## src/pkg/abe_defs.svh

```systemverilog
`ifndef ABE_DEFS_SVH
`define ABE_DEFS_SVH
// Summary of operation
// [RL1] add and add-with-carry write sum, set Z C N V H, one cycle
// [RL2] add immediate to word writes pair, sets Z C N V S, two cycles
// [RL3] subtract register or constant, with or without carry, sets Z C N V H
// [RL4] subtract immediate from word writes pair, sets Z C N V S, two cycles
// [RL5] and, or, xor write result, touch only Z N V, one cycle
// [RL6] set bits ors mask, clear bits ands inverted mask, Z N V
// [RL7] test ands register with itself; inc and dec touch Z N V only
// [RL8] multiplies put 16-bit product in R1:R0, set Z C, two cycles
// [RL9] fractional multiplies shift product left one before storing, two cycles
// [RL10] relative jump and call load pc+k+1, two and three cycles
// [RL11] indirect jump and call load pc from Z, two and three cycles
// [RL12] direct jump 3, call 4 cycles; returns reload from stack, interrupt return also sets I, 4 cycles
// [RL13] compare-skip-equal skips next when equal, no flags, 1/2/3 cycles
// [RL14] compares set Z N V C H and write no register, one cycle
// [RL15] register bit skips skip on clear or set bit, no flags
// [RL16] io bit skips skip on clear or set bit, no flags
// [RL17] flag branch takes on set or clear, pc+k+1, 1 or 2 cycles
// [RL18] signed ge and lt branches test N xor V zero or one
// [RL19] unsigned same-higher and lower branch on carry clear or set
// [RL20] named flag branches each take on their flag as named
// [RL21] skip adds two over one-word, three over two-word next, cycles match
// [RL22] flags an instruction does not name keep their previous value

`define ABE_FLAG_C 0
`define ABE_FLAG_Z 1
`define ABE_FLAG_N 2
`define ABE_FLAG_V 3
`define ABE_FLAG_S 4
`define ABE_FLAG_H 5
`define ABE_FLAG_T 6
`define ABE_FLAG_I 7

`define ABE_SREG_RST 8'h00
`define ABE_PC_RST   16'h0000

`define ABE_CYC_1 3'h1
`define ABE_CYC_2 3'h2
`define ABE_CYC_3 3'h3
`define ABE_CYC_4 3'h4
`endif

```

## src/pkg/abe_pkg.sv

```systemverilog
package abe_pkg;
  typedef enum logic [5:0] {
    ABE_NOP, ABE_ADD, ABE_ADD_CARRY, ABE_SUB, ABE_SUBTRACT_WITH_BORROW,
    ABE_AND, ABE_OR, ABE_EXCLUSIVE_OR_OP, ABE_SET_BITS_MASKED, ABE_CLEAR_BITS_MASKED,
    ABE_ZERO_MINUS_TEST, ABE_INC, ABE_DEC, ABE_ADD_IMMEDIATE_WORD,
    ABE_SUBTRACT_IMMEDIATE_WORD, ABE_MUL, ABE_SIGNED_MULTIPLY, ABE_MIXED_SIGN_MULTIPLY,
    ABE_FRACTION_MULTIPLY_UNSIGNED, ABE_FRACTION_MULTIPLY_SIGNED,
    ABE_FRACTION_MULTIPLY_MIXED, ABE_RELATIVE_JUMP, ABE_RELATIVE_CALL,
    ABE_INDIRECT_JUMP, ABE_INDIRECT_CALL, ABE_DIRECT_JUMP, ABE_DIRECT_CALL,
    ABE_RETURN, ABE_INTERRUPT_RETURN, ABE_COMPARE_SKIP_EQUAL, ABE_COMPARE,
    ABE_COMPARE_WITH_BORROW, ABE_SKIP_REG_BIT_CLEAR, ABE_SKIP_REG_BIT_SET,
    ABE_SKIP_IO_BIT_CLEAR, ABE_SKIP_IO_BIT_SET, ABE_BRANCH_FLAG_SET,
    ABE_BRANCH_FLAG_CLEAR, ABE_BRANCH_SIGNED_GE, ABE_BRANCH_SIGNED_LESS
  } abe_op_t;

  typedef enum logic [1:0] {
    ABE_IDLE = 2'b01,
    ABE_EXEC = 2'b10
  } abe_state_t;

  typedef struct packed {
    abe_op_t     op;
    logic [7:0]  a;        // destination or tested register
    logic [7:0]  b;        // source register or immediate
    logic [15:0] word;     // register pair, Z pointer or stack word
    logic [15:0] k;        // sign-extended offset or absolute address
    logic [2:0]  sel;      // bit or flag select
    logic [7:0]  io;       // io register value for bit skips
    logic        two_word; // this instruction is two words long
    logic        next_two; // the following instruction is two words long
  } abe_req_t;

  typedef struct packed {
    logic [15:0] data;     // byte result, word result, product or return address
    logic        wr_byte;
    logic        wr_word;
    logic        wr_pair;  // R1:R0
    logic        push_ret;
  } abe_res_t;
endpackage : abe_pkg

```

## src/design/abe_core.sv

```systemverilog
`timescale 1ns/100ps
`include "abe_defs.svh"
module abe_core (
  // clock and reset
  input  wire logic             sys_clk,
  input  wire logic             rst_n,
  // request from decode
  input  wire logic             op_valid,
  input  wire abe_pkg::abe_req_t req,
  output logic                  op_ready_ff,
  // result toward register file, pc and status
  output logic                  done_ff,
  output abe_pkg::abe_res_t     res_ff,
  output logic [7:0]            sreg_ff,
  output logic [15:0]           pc_ff
);
  abe_pkg::abe_state_t state_ff;
  abe_pkg::abe_state_t nxt_state;
  logic [2:0]          cnt_ff;
  logic [2:0]          nxt_cnt;
  abe_pkg::abe_res_t   pend_res_ff;
  logic [7:0]          pend_sreg_ff;
  logic [15:0]         pend_pc_ff;
  logic                take;
  logic                exec_done;
  logic [7:0]          sreg_cur;
  logic [15:0]         pc_cur;
  abe_pkg::abe_res_t   c_res;
  logic [7:0]          c_sreg;
  logic [15:0]         c_pc;
  logic [2:0]          c_cyc;
  logic                cin;
  logic [8:0]          add_r;
  logic [8:0]          sub_r;
  logic [7:0]          lg;
  logic [16:0]         wr;
  logic [15:0]         muu;
  logic signed [15:0]  mss;
  logic signed [17:0]  msu;
  logic [15:0]         mp;
  logic [15:0]         len;
  logic                cond;

  assign take      = op_valid && op_ready_ff;
  assign exec_done = (state_ff == abe_pkg::ABE_EXEC) && (cnt_ff == `ABE_CYC_1);
  // operands see a result committing this cycle; ready is low then, so one result per edge
  assign sreg_cur  = exec_done ? pend_sreg_ff : sreg_ff;
  assign pc_cur    = exec_done ? pend_pc_ff : pc_ff;

  always_comb begin
    cin   = sreg_cur[`ABE_FLAG_C] && (req.op == abe_pkg::ABE_ADD_CARRY ||
            req.op == abe_pkg::ABE_SUBTRACT_WITH_BORROW ||
            req.op == abe_pkg::ABE_COMPARE_WITH_BORROW);
    add_r = {1'b0, req.a} + {1'b0, req.b} + {8'h00, cin};
    sub_r = {1'b0, req.a} - {1'b0, req.b} - {8'h00, cin};
    muu   = req.a * req.b;
    mss   = $signed(req.a) * $signed(req.b);
    msu   = $signed({req.a[7], req.a}) * $signed({1'b0, req.b});
    len   = req.two_word ? 16'h0002 : 16'h0001;
  end

  always_comb begin
    c_res = '0;
    c_sreg = sreg_cur; // RL22
    c_pc  = pc_cur + len;
    c_cyc = `ABE_CYC_1;
    lg    = 8'h00;
    wr    = 17'h0_0000;
    mp    = 16'h0000;
    cond  = 1'b0;
    case (req.op)
      abe_pkg::ABE_ADD, abe_pkg::ABE_ADD_CARRY: begin
        c_res.data = {8'h00, add_r[7:0]}; // RL1
        c_res.wr_byte = 1'b1;
        c_sreg[`ABE_FLAG_C] = add_r[8];
        c_sreg[`ABE_FLAG_Z] = (add_r[7:0] == 8'h00);
        c_sreg[`ABE_FLAG_N] = add_r[7];
        c_sreg[`ABE_FLAG_V] = (req.a[7] & req.b[7] & ~add_r[7]) |
                              (~req.a[7] & ~req.b[7] & add_r[7]);
        c_sreg[`ABE_FLAG_H] = (req.a[3] & req.b[3]) | (req.b[3] & ~add_r[3]) |
                              (~add_r[3] & req.a[3]);
      end
      abe_pkg::ABE_SUB, abe_pkg::ABE_SUBTRACT_WITH_BORROW, abe_pkg::ABE_COMPARE,
      abe_pkg::ABE_COMPARE_WITH_BORROW: begin
        c_res.data = {8'h00, sub_r[7:0]}; // RL3
        c_res.wr_byte = (req.op == abe_pkg::ABE_SUB) ||
                        (req.op == abe_pkg::ABE_SUBTRACT_WITH_BORROW); // RL14
        c_sreg[`ABE_FLAG_C] = sub_r[8];
        c_sreg[`ABE_FLAG_Z] = (sub_r[7:0] == 8'h00);
        c_sreg[`ABE_FLAG_N] = sub_r[7];
        c_sreg[`ABE_FLAG_V] = (req.a[7] & ~req.b[7] & ~sub_r[7]) |
                              (~req.a[7] & req.b[7] & sub_r[7]);
        c_sreg[`ABE_FLAG_H] = (~req.a[3] & req.b[3]) | (req.b[3] & sub_r[3]) |
                              (sub_r[3] & ~req.a[3]);
      end
      abe_pkg::ABE_AND, abe_pkg::ABE_OR, abe_pkg::ABE_EXCLUSIVE_OR_OP,
      abe_pkg::ABE_SET_BITS_MASKED, abe_pkg::ABE_CLEAR_BITS_MASKED,
      abe_pkg::ABE_ZERO_MINUS_TEST, abe_pkg::ABE_INC, abe_pkg::ABE_DEC: begin
        case (req.op)
          abe_pkg::ABE_AND:               lg = req.a & req.b; // RL5
          abe_pkg::ABE_OR:                lg = req.a | req.b;
          abe_pkg::ABE_EXCLUSIVE_OR_OP:   lg = req.a ^ req.b;
          abe_pkg::ABE_SET_BITS_MASKED:   lg = req.a | req.b; // RL6
          abe_pkg::ABE_CLEAR_BITS_MASKED: lg = req.a & ~req.b;
          abe_pkg::ABE_INC:               lg = req.a + 8'h01; // RL7
          abe_pkg::ABE_DEC:               lg = req.a - 8'h01;
          default:                        lg = req.a & req.a;
        endcase
        c_res.data = {8'h00, lg};
        c_res.wr_byte = 1'b1;
        c_sreg[`ABE_FLAG_Z] = (lg == 8'h00);
        c_sreg[`ABE_FLAG_N] = lg[7];
        c_sreg[`ABE_FLAG_V] = (req.op == abe_pkg::ABE_INC) ? (lg == 8'h80) :
                              (req.op == abe_pkg::ABE_DEC) ? (lg == 8'h7F) : 1'b0;
      end
      abe_pkg::ABE_ADD_IMMEDIATE_WORD, abe_pkg::ABE_SUBTRACT_IMMEDIATE_WORD: begin
        c_cyc = `ABE_CYC_2; // RL2 RL4
        c_res.wr_word = 1'b1;
        if (req.op == abe_pkg::ABE_ADD_IMMEDIATE_WORD) begin
          wr = {1'b0, req.word} + {9'h000, req.b};
          c_sreg[`ABE_FLAG_V] = ~req.word[15] & wr[15];
          c_sreg[`ABE_FLAG_C] = ~wr[15] & req.word[15];
        end else begin
          wr = {1'b0, req.word} - {9'h000, req.b};
          c_sreg[`ABE_FLAG_V] = req.word[15] & ~wr[15];
          c_sreg[`ABE_FLAG_C] = wr[15] & ~req.word[15];
        end
        c_res.data = wr[15:0];
        c_sreg[`ABE_FLAG_Z] = (wr[15:0] == 16'h0000);
        c_sreg[`ABE_FLAG_N] = wr[15];
        c_sreg[`ABE_FLAG_S] = wr[15] ^ c_sreg[`ABE_FLAG_V];
      end
      abe_pkg::ABE_MUL, abe_pkg::ABE_SIGNED_MULTIPLY, abe_pkg::ABE_MIXED_SIGN_MULTIPLY,
      abe_pkg::ABE_FRACTION_MULTIPLY_UNSIGNED, abe_pkg::ABE_FRACTION_MULTIPLY_SIGNED,
      abe_pkg::ABE_FRACTION_MULTIPLY_MIXED: begin
        c_cyc = `ABE_CYC_2; // RL8
        case (req.op)
          abe_pkg::ABE_MUL, abe_pkg::ABE_FRACTION_MULTIPLY_UNSIGNED: mp = muu;
          abe_pkg::ABE_SIGNED_MULTIPLY, abe_pkg::ABE_FRACTION_MULTIPLY_SIGNED: mp = mss;
          default: mp = msu[15:0];
        endcase
        c_sreg[`ABE_FLAG_C] = mp[15];
        if (req.op == abe_pkg::ABE_FRACTION_MULTIPLY_UNSIGNED ||
            req.op == abe_pkg::ABE_FRACTION_MULTIPLY_SIGNED ||
            req.op == abe_pkg::ABE_FRACTION_MULTIPLY_MIXED) begin
          mp = {mp[14:0], 1'b0}; // RL9
        end
        c_res.data = mp;
        c_res.wr_pair = 1'b1;
        c_sreg[`ABE_FLAG_Z] = (mp == 16'h0000);
      end
      abe_pkg::ABE_RELATIVE_JUMP, abe_pkg::ABE_RELATIVE_CALL: begin
        c_pc = pc_cur + req.k + 16'h0001; // RL10
        c_cyc = (req.op == abe_pkg::ABE_RELATIVE_CALL) ? `ABE_CYC_3 : `ABE_CYC_2;
        c_res.push_ret = (req.op == abe_pkg::ABE_RELATIVE_CALL);
        c_res.data = pc_cur + len;
      end
      abe_pkg::ABE_INDIRECT_JUMP, abe_pkg::ABE_INDIRECT_CALL: begin
        c_pc = req.word; // RL11
        c_cyc = (req.op == abe_pkg::ABE_INDIRECT_CALL) ? `ABE_CYC_3 : `ABE_CYC_2;
        c_res.push_ret = (req.op == abe_pkg::ABE_INDIRECT_CALL);
        c_res.data = pc_cur + len;
      end
      abe_pkg::ABE_DIRECT_JUMP, abe_pkg::ABE_DIRECT_CALL: begin
        c_pc = req.k; // RL12
        c_cyc = (req.op == abe_pkg::ABE_DIRECT_CALL) ? `ABE_CYC_4 : `ABE_CYC_3;
        c_res.push_ret = (req.op == abe_pkg::ABE_DIRECT_CALL);
        c_res.data = pc_cur + len;
      end
      abe_pkg::ABE_RETURN, abe_pkg::ABE_INTERRUPT_RETURN: begin
        c_pc = req.word; // RL12
        c_cyc = `ABE_CYC_4;
        if (req.op == abe_pkg::ABE_INTERRUPT_RETURN) begin
          c_sreg[`ABE_FLAG_I] = 1'b1;
        end
      end
      abe_pkg::ABE_COMPARE_SKIP_EQUAL, abe_pkg::ABE_SKIP_REG_BIT_CLEAR,
      abe_pkg::ABE_SKIP_REG_BIT_SET, abe_pkg::ABE_SKIP_IO_BIT_CLEAR,
      abe_pkg::ABE_SKIP_IO_BIT_SET: begin
        case (req.op)
          abe_pkg::ABE_COMPARE_SKIP_EQUAL: cond = (req.a == req.b); // RL13
          abe_pkg::ABE_SKIP_REG_BIT_CLEAR: cond = ~req.a[req.sel]; // RL15
          abe_pkg::ABE_SKIP_REG_BIT_SET:   cond = req.a[req.sel];
          abe_pkg::ABE_SKIP_IO_BIT_CLEAR:  cond = ~req.io[req.sel]; // RL16
          default:                         cond = req.io[req.sel];
        endcase
        if (cond) begin
          c_pc  = pc_cur + (req.next_two ? 16'h0003 : 16'h0002); // RL21
          c_cyc = req.next_two ? `ABE_CYC_3 : `ABE_CYC_2;
        end
      end
      abe_pkg::ABE_BRANCH_FLAG_SET, abe_pkg::ABE_BRANCH_FLAG_CLEAR,
      abe_pkg::ABE_BRANCH_SIGNED_GE, abe_pkg::ABE_BRANCH_SIGNED_LESS: begin
        case (req.op)
          abe_pkg::ABE_BRANCH_FLAG_SET:   cond = sreg_cur[req.sel]; // RL17 RL19 RL20
          abe_pkg::ABE_BRANCH_FLAG_CLEAR: cond = ~sreg_cur[req.sel];
          abe_pkg::ABE_BRANCH_SIGNED_GE:  cond = ~(sreg_cur[`ABE_FLAG_N] ^
                                                   sreg_cur[`ABE_FLAG_V]); // RL18
          default:                        cond = sreg_cur[`ABE_FLAG_N] ^ sreg_cur[`ABE_FLAG_V];
        endcase
        if (cond) begin
          c_pc  = pc_cur + req.k + 16'h0001;
          c_cyc = `ABE_CYC_2;
        end
      end
      default: begin
        c_cyc = `ABE_CYC_1;
      end
    endcase
  end

  // sequencing: one-cycle ops commit at take, longer ops wait in exec
  always_comb begin
    nxt_state = state_ff;
    nxt_cnt   = cnt_ff;
    case (state_ff)
      abe_pkg::ABE_IDLE: begin
        nxt_state = abe_pkg::ABE_IDLE;
      end
      abe_pkg::ABE_EXEC: begin
        nxt_cnt = cnt_ff - 3'h1;
        if (cnt_ff == `ABE_CYC_1) begin
          nxt_state = abe_pkg::ABE_IDLE;
        end
      end
      default: begin
        nxt_state = abe_pkg::ABE_IDLE;
      end
    endcase
    if (take && c_cyc != `ABE_CYC_1) begin
      nxt_state = abe_pkg::ABE_EXEC;
      nxt_cnt   = c_cyc - 3'h1;
    end
  end

  always_ff @(posedge sys_clk or negedge rst_n) begin
    if (!rst_n) begin
      state_ff    <= abe_pkg::ABE_IDLE;
      cnt_ff      <= 3'h0;
      op_ready_ff <= 1'b0;
    end else begin
      state_ff    <= nxt_state;
      cnt_ff      <= nxt_cnt;
      // low through exec: a one-cycle op taken on the commit edge would drop a result
      op_ready_ff <= (nxt_state == abe_pkg::ABE_IDLE);
    end
  end

  always_ff @(posedge sys_clk or negedge rst_n) begin
    if (!rst_n) begin
      pend_res_ff  <= '0;
      pend_sreg_ff <= `ABE_SREG_RST;
      pend_pc_ff   <= `ABE_PC_RST;
    end else if (take) begin
      pend_res_ff  <= c_res;
      pend_sreg_ff <= c_sreg;
      pend_pc_ff   <= c_pc;
    end
  end

  always_ff @(posedge sys_clk or negedge rst_n) begin
    if (!rst_n) begin
      done_ff <= 1'b0;
      res_ff  <= '0;
      sreg_ff <= `ABE_SREG_RST;
      pc_ff   <= `ABE_PC_RST;
    end else if (take && c_cyc == `ABE_CYC_1) begin
      done_ff <= 1'b1;
      res_ff  <= c_res;
      sreg_ff <= c_sreg;
      pc_ff   <= c_pc;
    end else if (exec_done) begin
      done_ff <= 1'b1;
      res_ff  <= pend_res_ff;
      sreg_ff <= pend_sreg_ff;
      pc_ff   <= pend_pc_ff;
    end else begin
      done_ff <= 1'b0;
      res_ff  <= '0;
    end
  end
endmodule : abe_core

```

## config.mk

```make
export PLATFORM = sky130hd
export DESIGN_NAME = abe_core
export DESIGN_NICKNAME = d
export VERILOG_FILES = /design/src/pkg/abe_pkg.sv /design/src/design/abe_core.sv
export VERILOG_INCLUDE_DIRS = /design/src /design/src/pkg
export SDC_FILE = /design/constraint.sdc
export NUM_CORES = 1
export LEC_CHECK = 0
export BUFFER_PORTS_ARGS = -buffer_cell sky130_fd_sc_hd__buf_2
export CAP_MARGIN = 10
export CORE_AREA = 2 2 144 202
export DETAILED_ROUTE_END_ITERATION = 10
export DIE_AREA = 0 0 146 204
export HOLD_SLACK_MARGIN = 0.06
export PLACE_DENSITY = 0.78
export SKIP_LAST_GASP = 1
export SLEW_MARGIN = 30
export SYNTH_ARGS = -nofsm -noshare
export SYNTH_HDL_FRONTEND = slang
export SYNTH_SLANG_ARGS = --single-unit
export TNS_END_PERCENT = 20
```

## constraint.sdc

```tcl
create_clock -name sys_clk -period 8.97 [get_ports sys_clk]
set_input_delay 2.2425 -clock sys_clk [delete_from_list [all_inputs] [get_ports sys_clk]]
set_output_delay 2.2425 -clock sys_clk [all_outputs]
set_load 0.02 [all_outputs]
```

==> impl_metrics.py <==
metrics = {
    "logic_synthesis": {
        "synth_top_area_share_pct": 15.7,
        "yosysTopAreaCell": "fa_1",
        "async_reset_ff_share_pct": 100,
        "synth-edff-count": 0,
        "syn-cell-area_sq_um": 16500,
        "avgSynthCellArea_sq_um": 8.17,
        "ys.warnings.count": 0,
        "synth_cell_types": 96,
        "synth.area.top_cells": "fa_1, dfrtp_1, ha_1",
        "synth.mux.area_fraction_pct": 4.54,
        "synth.most_common_cell": "inv_1",
        "yosysSeqAreaShare_pct": 14.4,
        "synthAdderAreaFrac_pct": 28.9,
        "synth_ff_type": "dfrtp_1",
        "synth-simple-area-share_pct": 17.3,
        "synth-compound-area-share_pct": 21.7,
        "synthTopCellsByCount": "inv_1, ha_1, nor2_1",
        "syn_nets": 2399,
        "synthXorXnorAreaFrac_pct": 4.60,
        "synthCells": 2025,
        "synth_seq_cells": 95,
        "synth_top_family_by_area": "adder cells",
    },
    "floorplan": {
        "ioPinCount": 116,
        "die_x_microns": 146,
        "dieArea_sq_um": 29800,
        "std_cell_rows": 73,
        "coreArea_sq_um": 28100,
        "initial_utilization_pct": 58.8,
        "die_h_microns": 204,
    },
    "clocking": {
        "cts_root_buffer": "clkbuf_16",
        "ctsHoldBuffers": 0,
        "cts_tree": "yes",
        "cts_setup_buffers": 0,
        "clk_latency_ns": 0.37,
        "cts_sinks": 95,
        "cts-resized-gates": 0,
        "clock_path_buffers": 2,
        "htreeDepth": 3,
        "clk_pin_slew_ns": 0.07,
        "cts-buffers-inserted": 9,
    },
    "timing": {
        "max_slew.worst_pin.slew_ns": 0.959,
        "hold_viol": 0,
        "rsz0062_at_grt": "false",
        "fin_crit_sh_pct": 86.1,
        "whs_ns": 0.479,
        "tns_ns": 0,
        "slew_viol_final": 0,
        "clock.fmax_mhz": 129,
        "finalSetupViolCount": 0,
        "maxSlewHeadroom_pct": 35.6,
        "skew_ns": 0.0138,
        "finalCriticalPeriod_ns": 7.72,
    },
    "cells_and_area": {
        "postLayoutCoreUtil_pct": 63.0,
        "fin_nets": 2463,
        "area_growth_pct": 7.02,
        "fillers": 2628,
        "design_area_sq_um": 17700,
        "insertedDiodeCount": 0,
        "layout-drive-gt1-share_pct": 9.65,
    },
    "pwr": {
        "p_per_area_nw_per_um2": 226,
        "max-vdd-ir-drop_uv": 180,
        "leakage_nw": 8.48,
        "finalPower_mw": 3.99,
    },
    "setup_path": {
        "start_kind": "input port",
        "reg2reg_to": "pend_sreg_ff[2]",
        "worstPathBufferInverterCount": 6,
        "crit_fanout": 10,
        "r2r_start": "cnt_ff[1]",
        "cp_top_family": "adder cells",
        "crit_type": "input port to flop",
        "crit_chain": "buf_2 > inv_1 > nor2_1 > inv_1 > fa_1 > inv_1 > fa_1 > fa_1 > inv_1 > fa_1 > inv_1 > ha_1 > nor4_1 > o21ai_0 > a41oi_1 > xnor2_1 > a221oi_1 > o2111ai_1 > a2111oi_2 > nor4_1 > nor2_1",
        "cp_slowest_cell": "fa_1",
        "slowest_delay_ns": 0.57,
        "end_kind": "flop",
        "cp.arrival_ns": 8.02,
        "required_ns": 9.27,
        "r2r_slack_ns": 3.58,
        "reg2reg_depth": 17,
        "critical_path_depth": 21,
        "crit_top_cell": "inv_1",
    },
    "min_path": {
        "hp-class": "flop to flop",
        "whs_endpoint": "pend_res_ff[7]",
        "hp-start": "pend_res_ff[7]",
        "hold_depth": 2,
    },
    "routing": {
        "wl_met3_microns": 3730,
        "first_pass_iters": 6,
        "wire_per_inst_microns": 24.7,
        "met1_length_microns": 21100,
        "via_per_inst": 6.55,
        "drc": 0,
        "drt_iter0_drc": 1406,
        "wirelength_microns": 61000,
        "met2_length_microns": 30300,
        "routed.top_layer": "met4",
        "num_vias": 16200,
        "drtAntennaViolNets": 0,
    },
    "status": {
        "status": "complete, no violations",
    },
    "global_route": {
        "overflow": 0,
        "grt_pass1_wl_microns": 92900,
        "antenna_found_initial": 0,
        "grt_usage_pct": 40.9,
        "grt_max_degree": 67,
        "grt_pass1_vias": 16200,
    },
    "placed_design": {
        "placed_area_sq_um": 17400,
        "numPortBuffers": 115,
        "routabilityCongestion": 1.12,
        "hpwl_microns": 50600,
    },
    "job": {
        "cap_violations": 0,
    },
}
layout by cell type (no fill, tap or decap), types with 13 or more instances in the layout:
| cell | netlist | routed |
|---|---|---|
| mux2_2 | 13 | 13 |
| inv_1 | 285 | 285 |
| o22ai_1 | 14 | 14 |
| a31oi_1 | 17 | 17 |
| a211oi_1 | 20 | 19 |
| buf_2 | 14 | 114 |
| nor2_1 | 169 | 167 |
| nor4_1 | 20 | 19 |
| o221ai_1 | 13 | 13 |
| a21o_1 | 30 | 30 |
| mux2i_1 | 47 | 47 |
| a21oi_1 | 95 | 95 |
| ha_1 | 174 | 174 |
| and3_1 | 21 | 21 |
| and2_1 | 18 | 18 |
| nand2_1 | 158 | 157 |
| a22oi_1 | 19 | 19 |
| nand3_1 | 40 | 40 |
| a22o_1 | 17 | 17 |
| a221oi_1 | 25 | 25 |
| xnor2_1 | 54 | 54 |
| nor3_1 | 47 | 46 |
| fa_1 | 130 | 130 |
| o211ai_1 | 14 | 14 |
| xor2_1 | 33 | 33 |
| o21a_1 | 14 | 14 |
| o21ai_1 | 17 | 17 |
| nor2b_1 | 21 | 21 |
| dfrtp_1 | 94 | 94 |
| nand2b_1 | 24 | 24 |
| buf_4 | 2 | 17 |
| o21ai_0 | 104 | 104 |
stage by stage:
step | std cells | worst slack (ns)
6_report | 2469 | 1.25
5_1_grt | 2469 | 0.866
4_1_cts | 2469 | 1.32
3_5_place_dp | 2453 | 0.928
3_3_place_gp | 2453 | 0.942
2_1_floorplan | 2025 | 1.79
per-layer routing:
metal,vias up,track usage [%]
li1,7222,-
met4,0,32.0
met5,-,0
met2,806,72.6
met1,7895,44.1
met3,252,5.04
where the power goes:
group / leakage [nW] / switching, mW / internal [mW] / total [mW]
Clock: 0.142 / 0.187 / 0.195 / 0.382
Sequential: 1.20 / 0.0959 / 0.550 / 0.645
Combinational: 7.13 / 1.84 / 1.12 / 2.97
Total: 8.48 / 2.13 / 1.87 / 3.99
worst register-to-register path, stage by stage, from the launching register on:
cell and delay, ns:
dfrtp_1 0.38, inv_1 0.07, ha_1 0.15, nor4bb_4 0.28
buf_4 0.56, mux2i_1 0.49, a211o_1 0.24, inv_1 0.07
fa_1 0.39, a21o_1 0.20, a221o_1 0.31, or3_1 0.32
a21oi_1 0.20, xor2_1 0.33, o22ai_1 0.15, a221oi_1 0.71
mux2i_1 0.19, o22a_1 0.22
sequential cells by signal, summed over array words and instances, names as in the netlist, 2 cells and up:
register / count
state_ff: 2
res_ff: 20
pend_pc_ff: 16
sreg_ff: 8
pc_ff: 16
cnt_ff: 3
pend_res_ff: 20
pend_sreg_ff: 8
how the worst max path moves through the flow:
stage               startpoint              end
floorplan              req[52]  pend_sreg_ff[1]
global placement       req[56]  pend_sreg_ff[1]
detailed placement     req[56]  pend_sreg_ff[1]
CTS                    req[56]  pend_sreg_ff[1]
global route           req[54]  pend_sreg_ff[1]
finish                 req[56]  pend_sreg_ff[1]
layout make-up:
type	count	area [sq um]	area share (%)
clock buffer	10	229	1.29
clock inverter	6	62.6	0.353
inverter	287	1080	6.08
multi-input combinational	1565	12800	72.2
sequential	95	2380	13.4
tap	375	469	2.65
timing repair buffer	131	698	3.94
kinds of logic after synthesis:
kind of cell	count (synthesis)
buf+inv	365
fa+ha+maj	304
mux	66
xor+xnor	87
simple gates	587
flops	95
compound gates	521
(Power assumes the default switching activity.)
